==> src/hdl/pcx_pkg.sv <==
package pcx_pkg;

  // configuration header dword offsets (byte addresses)
  localparam logic [7:0] CFG_OFS_HDR = 8'h0c;
  localparam logic [7:0] CFG_OFS_BAR = 8'h10;
  localparam logic [7:0] CFG_OFS_INT = 8'h3c;

  // fixed header bytes
  localparam logic [7:0] SELFTEST_VAL = 8'h00;
  localparam logic [7:0] HDR_TYPE_VAL = 8'h00;
  localparam logic [7:0] LAT_TIMER_VAL = 8'h00;
  localparam logic [7:0] CACHE_LINE_VAL = 8'h00;

  // base address register layout
  localparam int BAR_IO_BIT = 0;
  localparam int BAR_RSVD_BIT = 1;
  localparam int BAR_BASE_LSB = 2;
  localparam logic BAR_IO_VAL = 1'b1;
  localparam logic BAR_RSVD_VAL = 1'b0;
  localparam logic [31:2] BAR_RESET = 30'h0000_0000;

  // interrupt and latency dword
  localparam logic [7:0] INT_LINE_RESET = 8'h00;
  localparam logic [7:0] INT_PIN_VAL = 8'h01;
  localparam logic [7:0] MIN_GNT_VAL = 8'h00;
  localparam logic [7:0] MAX_LAT_VAL = 8'h00;

  // max latency unit, and its length in bus clocks
  localparam int CLK_PERIOD_NS = 10;
  localparam int MAX_LAT_UNIT_NS = 250;
  localparam int MAX_LAT_UNIT_CYC =
    (MAX_LAT_UNIT_NS + CLK_PERIOD_NS - 1) / CLK_PERIOD_NS;

  // operation register pair, byte lanes within the decoded dword
  localparam int OPS_LANE_INDEX = 0;
  localparam int OPS_LANE_DATA = 1;

  // index register layout
  localparam int IDX_RSVD_BIT = 7;
  localparam int IDX_SOCK_BIT = 6;
  localparam int IDX_REG_MSB = 5;
  localparam logic [7:0] IDX_RESET = 8'h00;

endpackage
==> src/hdl/pcx_index_port.sv <==
`timescale 1ns/1ns
module pcx_index_port
  import pcx_pkg::*;
(
  // clock and reset
  input wire logic sys_clk,
  input wire logic nrst,
  input wire logic clkEn,
  // decoded access to the register pair
  input wire logic hitReq,
  input wire logic hitWe,
  input wire logic [1:0] hitBe,
  input wire logic [15:0] hitWdata,
  // index register value
  output logic [7:0] indexVal,
  // socket register access
  output logic sockReq,
  output logic sockWe,
  output logic sockSel,
  output logic [5:0] sockReg,
  output logic [7:0] sockWdata
);

  logic [7:0] index_q;
  logic sockReq_q;
  logic sockWe_q;
  logic sockSel_q;
  logic [5:0] sockReg_q;
  logic [7:0] sockWdata_q;

  //////////////////////////////////////////////////////////////////////////
  // index register, all eight bits stored
  always_ff @(posedge sys_clk or negedge nrst) begin
    if (!nrst) begin
      index_q <= IDX_RESET;
    end else if (clkEn && hitReq && hitWe && hitBe[OPS_LANE_INDEX]) begin
      index_q <= hitWdata[7:0];
    end
  end

  //////////////////////////////////////////////////////////////////////////
  // data lane access forwarded using the index held before this access
  always_ff @(posedge sys_clk or negedge nrst) begin
    if (!nrst) begin
      sockReq_q <= 1'b0;
      sockWe_q <= 1'b0;
      sockSel_q <= 1'b0;
      sockReg_q <= 6'h00;
      sockWdata_q <= 8'h00;
    end else if (clkEn) begin
      sockReq_q <= hitReq && hitBe[OPS_LANE_DATA];
      if (hitReq && hitBe[OPS_LANE_DATA]) begin
        sockWe_q <= hitWe;
        sockSel_q <= index_q[IDX_SOCK_BIT];
        sockReg_q <= index_q[IDX_REG_MSB:0];
        sockWdata_q <= hitWdata[15:8];
      end
    end
  end

  assign indexVal = index_q;
  assign sockReq = sockReq_q;
  assign sockWe = sockWe_q;
  assign sockSel = sockSel_q;
  assign sockReg = sockReg_q;
  assign sockWdata = sockWdata_q;

endmodule

==> src/hdl/pcx_pci_config_port.sv <==
`timescale 1ns/1ns
module pcx_pci_config_port
  import pcx_pkg::*;
(
  // clock and reset
  input wire logic sys_clk,
  input wire logic nrst,
  input wire logic clkEn,
  // configuration cycles
  input wire logic cfgReq,
  input wire logic cfgWe,
  input wire logic [7:0] cfgAddr,
  input wire logic [3:0] cfgBe,
  input wire logic [31:0] cfgWdata,
  output logic cfgAck,
  output logic [31:0] cfgRdata,
  // i/o cycles
  input wire logic ioReq,
  input wire logic ioWe,
  input wire logic [31:0] ioAddr,
  input wire logic [3:0] ioBe,
  input wire logic [31:0] ioWdata,
  output logic ioAck,
  output logic ioHit,
  output logic [31:0] ioRdata,
  // socket register side
  output logic sockReq,
  output logic sockWe,
  output logic sockSel,
  output logic [5:0] sockReg,
  output logic [7:0] sockWdata,
  input wire logic [7:0] sockRdata
);

  //////////////////////////////////////////////////////////////////////////
  // timing at a glance
  // config request taken on an enabled edge, answered on the next
  // config read data holds until the next taken config request
  // config write answers carry zero data
  // i/o request taken on an enabled edge, answered two edges later
  // every i/o request is answered, a miss with no hit and zero data
  // socket request stands in the cycle between those two edges
  // socket read data is sampled at the end of that cycle
  // back to back requests are fine on both buses, nothing is refused
  // clkEn low freezes every register here, outputs included
  // reset clears base, interrupt line, index and every output
  // first request may come on the first edge after reset
  // pairing: a request touching both lanes uses the old index for data
  // and the index lane of that read returns the old index as well
  // index bit 7 has no meaning but is stored and reads back
  // the interrupt line value steers nothing in this block
  // trade-off: fixed latency keeps the host side simple, but the
  // socket side must answer combinationally within one cycle

  //////////////////////////////////////////////////////////////////////////
  // helpers
  // small pure functions, no state

  // merge written byte lanes into a stored word
  // shared by every writable slot so partial writes behave alike
  function automatic logic [31:0] beMerge(
    input logic [31:0] oldVal,
    input logic [31:0] newVal,
    input logic [3:0] be
  );
    logic [31:0] res;
    res = oldVal;
    for (int i = 0; i < 4; i++) begin
      if (be[i]) begin
        res[8*i +: 8] = newVal[8*i +: 8];
      end
    end
    return res;
  endfunction

  // dword compare of a byte offset against a header slot
  // low two offset bits never take part in the decode
  function automatic logic cfgIs(
    input logic [7:0] addr,
    input logic [7:0] ofs
  );
    return addr[7:2] == ofs[7:2];
  endfunction

  //////////////////////////////////////////////////////////////////////////
  // configuration state
  // header slots decoded here, every other slot reads zero
  //   0x0c  self-test, header type, latency timer, cache line
  //   0x10  i/o base of the operation pair, type bits fixed
  //   0x3c  max latency, min grant, interrupt pin, interrupt line
  // only the base bits and the interrupt line hold any state
  // writes to fixed bytes are answered but change nothing
  // partial writes merge lane by lane

  // stored fields
  logic [31:2] barBase_q;
  logic [7:0] intLine_q;

  // answer registers
  logic cfgAck_q;
  logic [31:0] cfgRdata_q;

  // read views and merged write values
  logic [31:0] barWord;
  logic [31:0] barMerged;
  logic [31:0] hdrWord;
  logic [31:0] intWord;
  logic [31:0] intMerged;

  // assembled read views, fixed fields come from constants only
  // so no write path can ever reach them
  assign hdrWord = {
    SELFTEST_VAL,
    HDR_TYPE_VAL,
    LAT_TIMER_VAL,
    CACHE_LINE_VAL
  };
  assign barWord = {
    barBase_q,
    BAR_RSVD_VAL,
    BAR_IO_VAL
  };
  assign intWord = {
    MAX_LAT_VAL,
    MIN_GNT_VAL,
    INT_PIN_VAL,
    intLine_q
  };
  assign barMerged = beMerge(barWord, cfgWdata, cfgBe);
  assign intMerged = beMerge(intWord, cfgWdata, cfgBe);

  // base address: only bits above the type bits take writes
  // the low type bits are rebuilt from constants on every read
  always_ff @(posedge sys_clk or negedge nrst) begin
    if (!nrst) begin
      barBase_q <= BAR_RESET;
    end else if (clkEn && cfgReq && cfgWe && cfgIs(cfgAddr, CFG_OFS_BAR)) begin
      barBase_q <= barMerged[31:BAR_BASE_LSB];
    end
  end

  // interrupt line is a scratch byte; routing lives behind the data port
  // kept only so configuration software reads back what it wrote
  always_ff @(posedge sys_clk or negedge nrst) begin
    if (!nrst) begin
      intLine_q <= INT_LINE_RESET;
    end else if (clkEn && cfgReq && cfgWe && cfgIs(cfgAddr, CFG_OFS_INT)) begin
      intLine_q <= intMerged[7:0];
    end
  end

  // config answer one edge after the request; unknown slots read zero
  // a write answer carries zero, so no stale read data leaks out
  always_ff @(posedge sys_clk or negedge nrst) begin
    if (!nrst) begin
      cfgAck_q <= 1'b0;
      cfgRdata_q <= 32'h0000_0000;
    end else if (clkEn) begin
      cfgAck_q <= cfgReq;
      if (cfgReq && !cfgWe) begin
        if (cfgIs(cfgAddr, CFG_OFS_HDR)) begin
          cfgRdata_q <= hdrWord;
        end else if (cfgIs(cfgAddr, CFG_OFS_BAR)) begin
          cfgRdata_q <= barWord;
        end else if (cfgIs(cfgAddr, CFG_OFS_INT)) begin
          cfgRdata_q <= intWord;
        end else begin
          cfgRdata_q <= 32'h0000_0000;
        end
      end else if (cfgReq) begin
        cfgRdata_q <= 32'h0000_0000;
      end
    end
  end

  //////////////////////////////////////////////////////////////////////////
  // i/o decode of the operation register pair
  // one dword at the programmed base
  //   lane 0  index register
  //   lane 1  data register, forwarded to the socket side
  //   lanes 2 and 3 claimed but ignored
  // limitation: no i/o enable gate here, the decode is always live,
  // so a zero base after reset claims addresses 0 to 3

  // decode results
  logic ioMatch;
  logic pairHit;
  logic [7:0] indexVal;

  // first stage, request remembered
  logic pend_q;
  logic pendHit_q;
  logic pendRd_q;
  logic [1:0] pendBe_q;
  logic [7:0] pendIndex_q;

  // second stage, answer registers
  logic ioAck_q;
  logic ioHit_q;
  logic [31:0] ioRdata_q;
  logic [31:0] pairRdata;

  // one dword claimed; lanes above the pair are ignored
  // a request with neither pair lane enabled does not reach the pair
  assign ioMatch = ioAddr[31:BAR_BASE_LSB] == barBase_q;
  assign pairHit = ioReq &&
                   ioMatch &&
                   (ioBe[1:0] != 2'b00);

  // index register and socket request live in their own module
  pcx_index_port u_index (
    .sys_clk(sys_clk),
    .nrst(nrst),
    .clkEn(clkEn),
    .hitReq(pairHit),
    .hitWe(ioWe),
    .hitBe(ioBe[1:0]),
    .hitWdata(ioWdata[15:0]),
    .indexVal(indexVal),
    .sockReq(sockReq),
    .sockWe(sockWe),
    .sockSel(sockSel),
    .sockReg(sockReg),
    .sockWdata(sockWdata)
  );

  // first stage: remember the access and the index it saw
  // the index is captured before this access can change it
  always_ff @(posedge sys_clk or negedge nrst) begin
    if (!nrst) begin
      pend_q <= 1'b0;
      pendHit_q <= 1'b0;
      pendRd_q <= 1'b0;
      pendBe_q <= 2'b00;
      pendIndex_q <= IDX_RESET;
    end else if (clkEn) begin
      pend_q <= ioReq;
      if (ioReq) begin
        pendHit_q <= ioMatch;
        pendRd_q <= !ioWe;
        pendBe_q <= ioBe[1:0];
        pendIndex_q <= indexVal;
      end
    end
  end

  // read word of the pair; writes, misses and idle lanes give zero
  // kept apart from the flop so the lane rules sit in one place
  always_comb begin
    pairRdata = 32'h0000_0000;
    if (pendHit_q && pendRd_q) begin
      if (pendBe_q[OPS_LANE_INDEX]) begin
        pairRdata[7:0] = pendIndex_q;
      end
      if (pendBe_q[OPS_LANE_DATA]) begin
        pairRdata[15:8] = sockRdata;
      end
    end
  end

  // second stage: socket data is sampled while its request stands
  always_ff @(posedge sys_clk or negedge nrst) begin
    if (!nrst) begin
      ioAck_q <= 1'b0;
      ioHit_q <= 1'b0;
      ioRdata_q <= 32'h0000_0000;
    end else if (clkEn) begin
      ioAck_q <= pend_q;
      if (pend_q) begin
        ioHit_q <= pendHit_q;
        ioRdata_q <= pairRdata;
      end
    end
  end

  //////////////////////////////////////////////////////////////////////////
  // outputs
  // every output below is a plain flop, no logic after it

  assign cfgAck = cfgAck_q;
  assign cfgRdata = cfgRdata_q;
  assign ioAck = ioAck_q;
  assign ioHit = ioHit_q;
  assign ioRdata = ioRdata_q;

endmodule

==> config.mk <==
export PLATFORM = sky130hd
export DESIGN_NAME = pcx_pci_config_port
export DESIGN_NICKNAME = d
export VERILOG_FILES = /design/src/hdl/pcx_pkg.sv /design/src/hdl/pcx_index_port.sv /design/src/hdl/pcx_pci_config_port.sv
export SDC_FILE = /design/constraint.sdc
export NUM_CORES = 1
export LEC_CHECK = 0
export ABC_AREA = 1
export BUFFER_PORTS_ARGS = -buffer_cell sky130_fd_sc_hd__buf_2
export CAP_MARGIN = 20
export CELL_PAD_IN_SITES_DETAIL_PLACEMENT = 0
export CELL_PAD_IN_SITES_GLOBAL_PLACEMENT = 1
export CORE_ASPECT_RATIO = 1.75
export CORE_UTILIZATION = 30
export CTS_CLUSTER_DIAMETER = 150
export DETAILED_ROUTE_END_ITERATION = 10
export PLACE_DENSITY = 0.66
export SLEW_MARGIN = 15
export SYNTH_ARGS = -nofsm -noshare
export SYNTH_HDL_FRONTEND = slang
export SYNTH_HIERARCHICAL = 1
export SYNTH_SLANG_ARGS = --single-unit
export TNS_END_PERCENT = 100
==> constraint.sdc <==
create_clock -name sys_clk -period 3.3 [get_ports sys_clk]
set_input_delay 0.33 -clock sys_clk [delete_from_list [all_inputs] [get_ports sys_clk]]
set_output_delay 0.33 -clock sys_clk [all_outputs]
set_load 0.005 [all_outputs]
[Word-level counts from Yosys, hierarchy flattened]
Cells that the tools add are included.
Operators by class
  equal/unequal tests: 4
  muxes and demuxes: 8
  reductions and logical operators: 25
Operator list (count)
  two-way mux 32 bit: 4
  equality test 30 bit: 1
  AND reduction 2 bit: 9
  two-way mux 16 bit: 1
  two-way mux 8 bit: 2
  logical AND 1 bit: 12
  two-way mux 9 bit: 1
  equality test 6 x 2 -> 1 bit, second input constant: 1
  equality test 6 x 3 -> 1 bit, second input constant: 1
  equality test 6 x 4 -> 1 bit, second input constant: 1
  nonzero test 2 bit: 2
  logical NOT 1 bit: 2
Word-level totals
  flip-flop bits (word level): 127
  input bits: 127
  output and inout bits: 84

[Depth between registers and ports, before layout]
Gate-level depths: netlist of the first run.
  word-level depth: 6
  depth in mapped cells: 13
  gate-level depth less buffers: 13

[Hierarchy]
Netlist of the first run, hierarchy kept.
By module, submodules not included
  pcx_pci_config_port: times used 1, cells an instance 527, area each 4601.9 µm²
  pcx_index_port: times used 1, cells an instance 106, area each 1081.0 µm²

[Least setup slack after synthesis of the first run]
Ideal clock, no wire load.
  kind: register -> register
  start: register barBase_q[7] (netlist bit)
  end: register u_index.sockReg_q[2] (netlist: u_index/sockReg[2])
  arrival: 1578 ps
  data required time: 3183 ps
  path slack: 1605 ps
  cell stages (with the launch flop): 14
  clock period less this slack: 1695 ps
  cells stage by stage: dfrtp_1 -> inv_1 -> nand2_1 -> nand2_1 -> nand2_1 -> nor2_1 -> nand2_1 -> nor2_1 -> nand2_1 -> nor2_1 -> nand3_4 -> buf_6 -> nand2_1 -> o21ai_2
Between the ends
  word-level cells in the longest chain between the ends: 5
Ends and longest elaborated chain
  start: declaration: RTL line pcx_pci_config_port.sv:96  | logic [31:2] barBase_q;
  start signal: assignment: RTL line pcx_pci_config_port.sv:138  | barBase_q <= barMerged[31:BAR_BASE_LSB];
  equality test 30 bit: RTL line pcx_pci_config_port.sv:205  | assign ioMatch = ioAddr[31:BAR_BASE_LSB] == barBase_q;
  logical AND 1 bit: RTL line pcx_pci_config_port.sv:206  | assign pairHit = ioReq &&
  logical AND 1 bit: RTL line pcx_pci_config_port.sv:207  | ioMatch &&
  net pairHit: RTL line pcx_pci_config_port.sv:187  | logic pairHit;
  logical AND 1 bit: RTL line pcx_index_port.sv:52  | if (hitReq && hitBe[OPS_LANE_DATA]) begin
  AND reduction 2 bit (no line)
  end signal: assignment: RTL line pcx_index_port.sv:55  | sockReg_q <= index_q[IDX_REG_MSB:0];
  end: declaration: RTL line pcx_index_port.sv:28  | logic [5:0] sockReg_q;
The timed path passes the listed nets, and every way through them passes these cells.
A chain may end at the register's enable or synchronous reset.

[Final worst setup path of the first run]
  start: register barBase_q[6] (netlist bit)
  end: register u_index.sockSel_q (netlist: u_index/sockSel)
Between the ends
  word-level cells in the longest chain between the ends: 5
Ends and longest elaborated chain
  equality test 30 bit: RTL line pcx_pci_config_port.sv:205
  logical AND 1 bit: RTL line pcx_pci_config_port.sv:206
  logical AND 1 bit: RTL line pcx_pci_config_port.sv:207
  net pairHit: RTL line pcx_pci_config_port.sv:187
  logical AND 1 bit: RTL line pcx_index_port.sv:52
  AND reduction 2 bit (no line)
  end signal: assignment: RTL line pcx_index_port.sv:54  | sockSel_q <= index_q[IDX_SOCK_BIT];
  end: declaration: RTL line pcx_index_port.sv:27  | logic sockSel_q;
The timed path passes the listed nets, and every way through them passes these cells.

==> impl_metrics.tcl, run 1 <==
set metrics [dict create \
    drt_iter0_markers 232 \
    ys_ff_latch 127 \
    cp_max_fo 33 \
    cts_inserted_buffers 17 \
    clkPwrFrac 0.539 \
    via_per_inst 4.323 \
    grt_pass1_vias 4529 \
    cts_tree "yes" \
    start_util 0.3059 \
    crit_cells 10 \
    crit_arrival_ns 2.56 \
    vias 4595 \
    cp-end-kind "register" \
    ir_drop_mv 0.2705 \
    finalSetupViolCount 0 \
    overflow 0 \
    drive_above_1_share 0.2985 \
    p_comb_frac 0.055 \
    clk_latency_ns 0.42 \
    postCtsSetupRepairBufs 0 \
    dp.cells 1029 \
    critPathMostFrequentCell "nand2_1" \
    setup_tns_ns 0 \
    p_leak_uw 0.004075 \
    finalCritPeriodShare 0.6895 \
    netSwitchingFraction 0.2235 \
    die_height_um 184.1 \
    max_stage_delay_ns 0.44 \
    wire_per_inst_um 14.24 \
    syn2layout_area_growth_pct 30.25 \
    grtUsageMet2 0.2959 \
    ctsResizeCount 0 \
    fillCellCount 1956 \
    antenna_found_initial 1 \
    rsz0062_at_grt "false" \
    synth-seq-area-share 0.5592 \
    cts_num_sinks 127 \
    globalRouteMet3Util 0.03828 \
    drcViolationCount 0 \
    grt_usage 0.1650 \
    fin_cells 1063 \
    use_met1 0.1843 \
    max_slew.worst_pin.slew_ns 0.7520 \
    cellPowerDensity_mw_per_mm2 529.9 \
    clk_pin_slew_ns 0.06 \
    rr_worst_depth 10 \
    max_slew_margin 0.4987 \
    fp.coreArea_mm2 0.01858 \
    p_int_uw 3046 \
    io_buffers 172 \
    critPathTopFamily "simple AND/OR/NAND/NOR gates" \
    final_nets 938 \
    die_w_um 106.0 \
    wl_mm 15.14 \
    dp_hpwl_mm 10.97 \
    ys_warn_count 6 \
    clockBufferDepth 2 \
    grt_max_degree 79 \
    die-area_mm2 0.01952 \
    htree_levels 4 \
    yosysUniqueCellTypes 30 \
    synth_area_mm2 0.005683 \
    min_path_cells 3 \
    drv_cap 0 \
    slowest_stage "nand3_4" \
    slew_viol_final 0 \
    std_cell_rows 66 \
    hold_class "in2reg" \
    status "complete, no violations" \
    ctsHoldBuffers 1 \
    drt_first_pass_iters 4 \
    crit_buf_inv 0 \
    syn_inst 633 \
    cp-start-kind "register" \
    seq_power_share 0.406 \
    syn-mean-instance-area_um2 8.978 \
    fmax_mhz 439.5 \
    grt_pass1_wl_mm 24.08 \
    hold_viol 0 \
    root_buffer "clkbuf_16" \
    top_usage_layer "met2" \
    ant_nets 0 \
    io_pins 211 \
    required_ns 3.59 \
    crit_chain "xnor2_1 > nand2_1 > nor2_1 > nand2_1 > nor2_1 > nand2_1 > nor2_1 > nand3_4 > nand2_1 > o21ai_2" \
    fin_worst_skew_ns 0.008551 \
    path_class "reg2reg" \
    p_sw_uw 876.8 \
    routabilityCongestion 0.7815 \
    post-route-min-period_ns 2.275 \
]
==> metrics by stage <==
step | power (µW) | hold WS (ns) | area, µm² | setup WS, ns | util
floorplan | 1719 | 0.03441 | 5739 | 1.605 | -
global route | 4073 | 0.1061 | 7400 | 0.7171 | 0.3982
detailed placement | 1843 | 0.4281 | 6726 | 0.9620 | 0.3620
CTS | 3996 | 0.09081 | 7400 | 0.9689 | 0.3982
finish | 3923 | 0.1162 | 7402 | 1.025 | 0.3984
global placement | 1842 | 0.4338 | 6726 | 0.9867 | 0.3620
==> kinds of logic (layout without fill, tap and decap cells) <==
group / count (synthesis) / after routing / share of synthesized area
AND/OR/NAND/NOR: 281 / 281 / 0.2111
flip-flops: 127 / 127 / 0.5592
buffers and inverters: 111 / 287 / 0.09027
AO/OA/AOI/OAI: 95 / 95 / 0.1110
XOR/XNOR: 18 / 18 / 0.02774
other: 1 / 17 / 0.0006599
==> cell usage after synthesis <==
cell type | number | area, µm²
clkinv_1 | 1 | 3.750
nor3_4 | 1 | 16.27
nand3_2 | 1 | 10.01
buf_6 | 3 | 33.78
clkbuf_1 | 9 | 33.78
o211ai_2 | 3 | 37.54
o21ai_0 | 49 | 245.2
nor2_4 | 1 | 11.26
nand2_4 | 1 | 11.26
buf_4 | 19 | 142.6
nor2_8 | 1 | 20.02
xor2_1 | 2 | 17.52
o21ai_1 | 7 | 35.03
inv_1 | 75 | 281.5
conb_1 | 1 | 3.750
nor2_1 | 14 | 52.55
xnor2_1 | 16 | 140.1
a22o_1 | 14 | 122.6
o22ai_1 | 1 | 6.260
o21ai_2 | 21 | 183.9
nand4_2 | 2 | 25.02
nand4_1 | 1 | 6.260
nand3_1 | 41 | 205.2
nand2_2 | 2 | 12.51
inv_2 | 2 | 7.510
nor2_2 | 2 | 12.51
dfrtp_1 | 127 | 3178
nand2_1 | 213 | 799.5
buf_2 | 2 | 10.01
nand3_4 | 1 | 17.52
==> metal layers <==
metal	part of all wire	wire, µm
met3	0.054	810
met1	0.39	5976
met2	0.53	8070
met4	0.019	282
met5	0	0
==> power groups by stage <==
stage / registers [µW] / logic, µW / clock network (µW)
floorplan: 1620 / 99.9 / 0
global route: 1600 / 249 / 2230
CTS: 1590 / 224 / 2180
detailed placement: 1620 / 222 / 0
global placement: 1620 / 221 / 0
finish: 1590 / 216 / 2110
==> sequential cells by signal, summed over array words and instances, names as in the netlist <==
register / flops
ioRdata: 16
cfgAck: 1
pendIndex_q: 8
u_index/sockReq: 1
intLine_q: 8
cfgRdata: 32
u_index/sockReg: 6
u_index/indexVal: 8
pend_q: 1
barBase_q: 30
u_index/sockSel: 1
pendRd_q: 1
u_index/sockWdata: 8
pendHit_q: 1
ioHit: 1
ioAck: 1
pendBe_q: 2
u_index/sockWe: 1
==> placed cells by master, fill, tap and decap left out, types with 14 or more instances in the layout <==
master,n
conb_1,16
o21ai_2,21
buf_2,171
nand3_1,41
inv_1,75
clkbuf_16,17
nand2_1,213
xnor2_1,16
o21ai_0,49
nor2_1,14
dfrtp_1,127
a22o_1,14
==> path summary, 6_finish.rpt <==
kind	startpoint	endpoint	slack (ns)
max reg2reg	barBase_q[6]$_DFFE_PN0P_	u_index/sockSel$_DFFE_PN0P_	1.02
min reg2reg	u_index/sockWdata[3]$_DFFE_PN0P_	u_index/sockWdata[3]$_DFFE_PN0P_	0.48
min in group asynchronous	nrst	ioRdata[15]$_DFFE_PN0P_	0.51
max in group asynchronous	nrst	barBase_q[27]$_DFFE_PN0P_	2.06
min	ioWdata[0]	u_index/indexVal[0]$_DFFE_PN0P_	0.12
max	barBase_q[6]$_DFFE_PN0P_	u_index/sockSel$_DFFE_PN0P_	1.02
==> worst min-delay path, stage by stage <==
cell	delay (ns)
buf_2	0.07
nand2_1	0.04
nand2_1	0.05
==> area by class of cell <==
| type | count | area, µm² | share of cell area |
|---|---|---|---|
| Sequential cell | 127 | 3178 | 0.4293 |
| Timing Repair Buffer | 177 | 919.6 | 0.1242 |
| Inverter | 78 | 292.8 | 0.03955 |
| Clock inverter | 13 | 210.2 | 0.02840 |
| Clock buffer | 19 | 452.9 | 0.06119 |
| Antenna cell | 1 | 2.502 | 0.0003381 |
| Tap cell | 238 | 297.8 | 0.04023 |
| Multi-Input combinational cell | 410 | 2048 | 0.2767 |
(Power assumes the default switching activity.)
==> inputs of run 2 (changes only) <==
clock period = 2.3 ns   (was 3.3 ns; I/O delays follow)
==> run 2 against run 1 <==
Net effect: die area is the same; global-route usage shrank 0.17 points; clock power grew 31%; critical path depth grew 1; worst setup slack lost 0.75 ns; clock skew grew 0.0039 ns; critical path type unchanged; critical endpoint is now u_index/sockWdata[2]$_DFFE_PN0P_; highest routed layer is now met5.
==> impl_metrics.tcl, run 2 (synthesis results as in run 1) <==
set metrics [dict create \
    status "complete, no violations" \
    postCtsSetupRepairBufs 0 \
    cts_num_sinks 127 \
    fmax_mhz 494.0 \
    mostFrequentLayoutCell "nand2_1" \
    drt_iter0_markers 191 \
    max_slew_margin 0.6359 \
    clk_pin_slew_ns 0.06 \
    cts_tree "yes" \
    globalRouteMet3Util 0.03935 \
    ir_drop_mv 0.3866 \
    clockBufferDepth 2 \
    die_w_um 106.0 \
    r2r-end "u_index/sockWdata[2]$_DFFE_PN0P_" \
    overflow 0 \
    dp.cells 1036 \
    io_pins 211 \
    drive_above_1_share 0.3045 \
    std_cell_rows 66 \
    required_ns 2.58 \
    final_nets 945 \
    fin_cells 1071 \
    fp.coreArea_mm2 0.01858 \
    ant_nets 0 \
    cts_inserted_buffers 17 \
    cellPowerDensity_mw_per_mm2 725.0 \
    reg2reg_slack_ns 0.28 \
    rr_worst_depth 11 \
    slew_viol_final 0 \
    clk_latency_ns 0.41 \
    grt_pass1_wl_mm 24.06 \
    antenna_found_initial 3 \
    path_class "reg2reg" \
    grt_pass1_vias 4725 \
    vias 4664 \
    wl_mm 15.21 \
    io_buffers 172 \
    grtUsageMet2 0.3035 \
    hold_viol 0 \
    start_util 0.3059 \
    grt_usage 0.1633 \
    routabilityCongestion 0.7396 \
    drt_first_pass_iters 4 \
    final_util 0.3986 \
    finalSetupViolCount 0 \
    crit_arrival_ns 2.31 \
    setup.worst_path.start "barBase_q[14]$_DFFE_PN0P_" \
    postLayoutCellArea_mm2 0.007406 \
    drv_cap 0 \
    syn2layout_area_growth_pct 30.32 \
    reg2reg_from "barBase_q[14]$_DFFE_PN0P_" \
    largest_reg_flops 32 \
    dpl_cell_area_mm2 0.006779 \
    grt_max_degree 51 \
    max_slew.worst_pin.slew_ns 0.5444 \
    setup_tns_ns 0 \
    finalCritPeriodShare 0.8801 \
    die_height_um 184.1 \
    fin_worst_skew_ns 0.01243 \
    wire_per_inst_um 14.20 \
    cp-end-kind "register" \
    cp_max_fo 33 \
    htree_levels 4 \
    p_leak_uw 0.004081 \
    final_cell_mix "213 x nand2_1, 171 x buf_2, 127 x dfrtp_1, 75 x inv_1, 49 x o21ai_0" \
    post-route-min-period_ns 2.024 \
    use_met1 0.1772 \
    top_usage_layer "met2" \
    rsz0062_at_grt "false" \
    drcViolationCount 0 \
    hold_class "in2reg" \
    root_buffer "clkbuf_16" \
    via_per_inst 4.355 \
    die-area_mm2 0.01952 \
    cp-start-kind "register" \
    dp_hpwl_mm 11.30 \
    critPathCapture "u_index/sockWdata[2]$_DFFE_PN0P_" \
]
==> run 2: worst min path at each step <==
stage,start,end,slack [ns],cells past startpoint
detailed placement,nrst,ioRdata[15]$_DFFE_PN0P_,0.18,1
global route,ioWdata[7],u_index/indexVal[7]$_DFFE_PN0P_,0.03,3
floorplan,nrst,barBase_q[10]$_DFFE_PN0P_,-0.07,0
CTS,ioWdata[1],u_index/indexVal[1]$_DFFE_PN0P_,0.02,3
global placement,nrst,ioRdata[15]$_DFFE_PN0P_,0.18,1
finish,ioWdata[2],u_index/indexVal[2]$_DFFE_PN0P_,0.04,3
==> run 2: metal layers <==
metal / routed length (µm) / share of wire / up-vias
li1: - / - / 2343
met1: 5972 / 0.39 / 2162
met2: 8201 / 0.54 / 145
met3: 811 / 0.053 / 12
met4: 214 / 0.014 / 2
met5: 10 / 0.00066 / -
==> run 2: cell type report <==
cell class	instances	area, µm²
fillers	2004	11170
flip-flops and latches	127	3178
multi-input cells	410	2051
repair buffers	184	972.2
clock buffers	18	429.2
well taps	238	297.8
inverters	78	292.8
clock inverters	14	180.2
diodes	2	5.005
==> run 2: timing repair <==
action	4_1_cts	5_1_grt
resized for setup	0	1
endpoints found under the hold margin	40	0
hold buffers	1	0
endpoints found under the setup margin	0	14
==> run 2: where the power goes <==
part	switching, µW	internal [µW]	total, µW
clock	1040	1720	2770
sequential	20.4	2270	2290
combinational	192	124	316
==> run 2: worst max-delay path, cell delays in order, from the launching register on <==
cell	delay, ns
dfrtp_1	0.41
xnor2_1	0.16
nand2_1	0.06
nor2_1	0.16
nand2_1	0.10
nor2_1	0.18
nand2_1	0.09
nor2_2	0.20
nand3_4	0.08
buf_4	0.26
nand2_1	0.12
o21ai_2	0.05
==> run 2: stage by stage <==
stage / power [µW] / setup slack (ns) / hold slack, ns
after floorplan: 2466 / 0.6050 / -0.06559
after global placement: 2647 / 0.2133 / 0.1787
after detailed placement: 2651 / 0.2022 / 0.1764
after CTS: 5465 / 0.1885 / 0.02086
after global routing: 5594 / 0.07986 / 0.03187
final: 5369 / 0.2757 / 0.04432
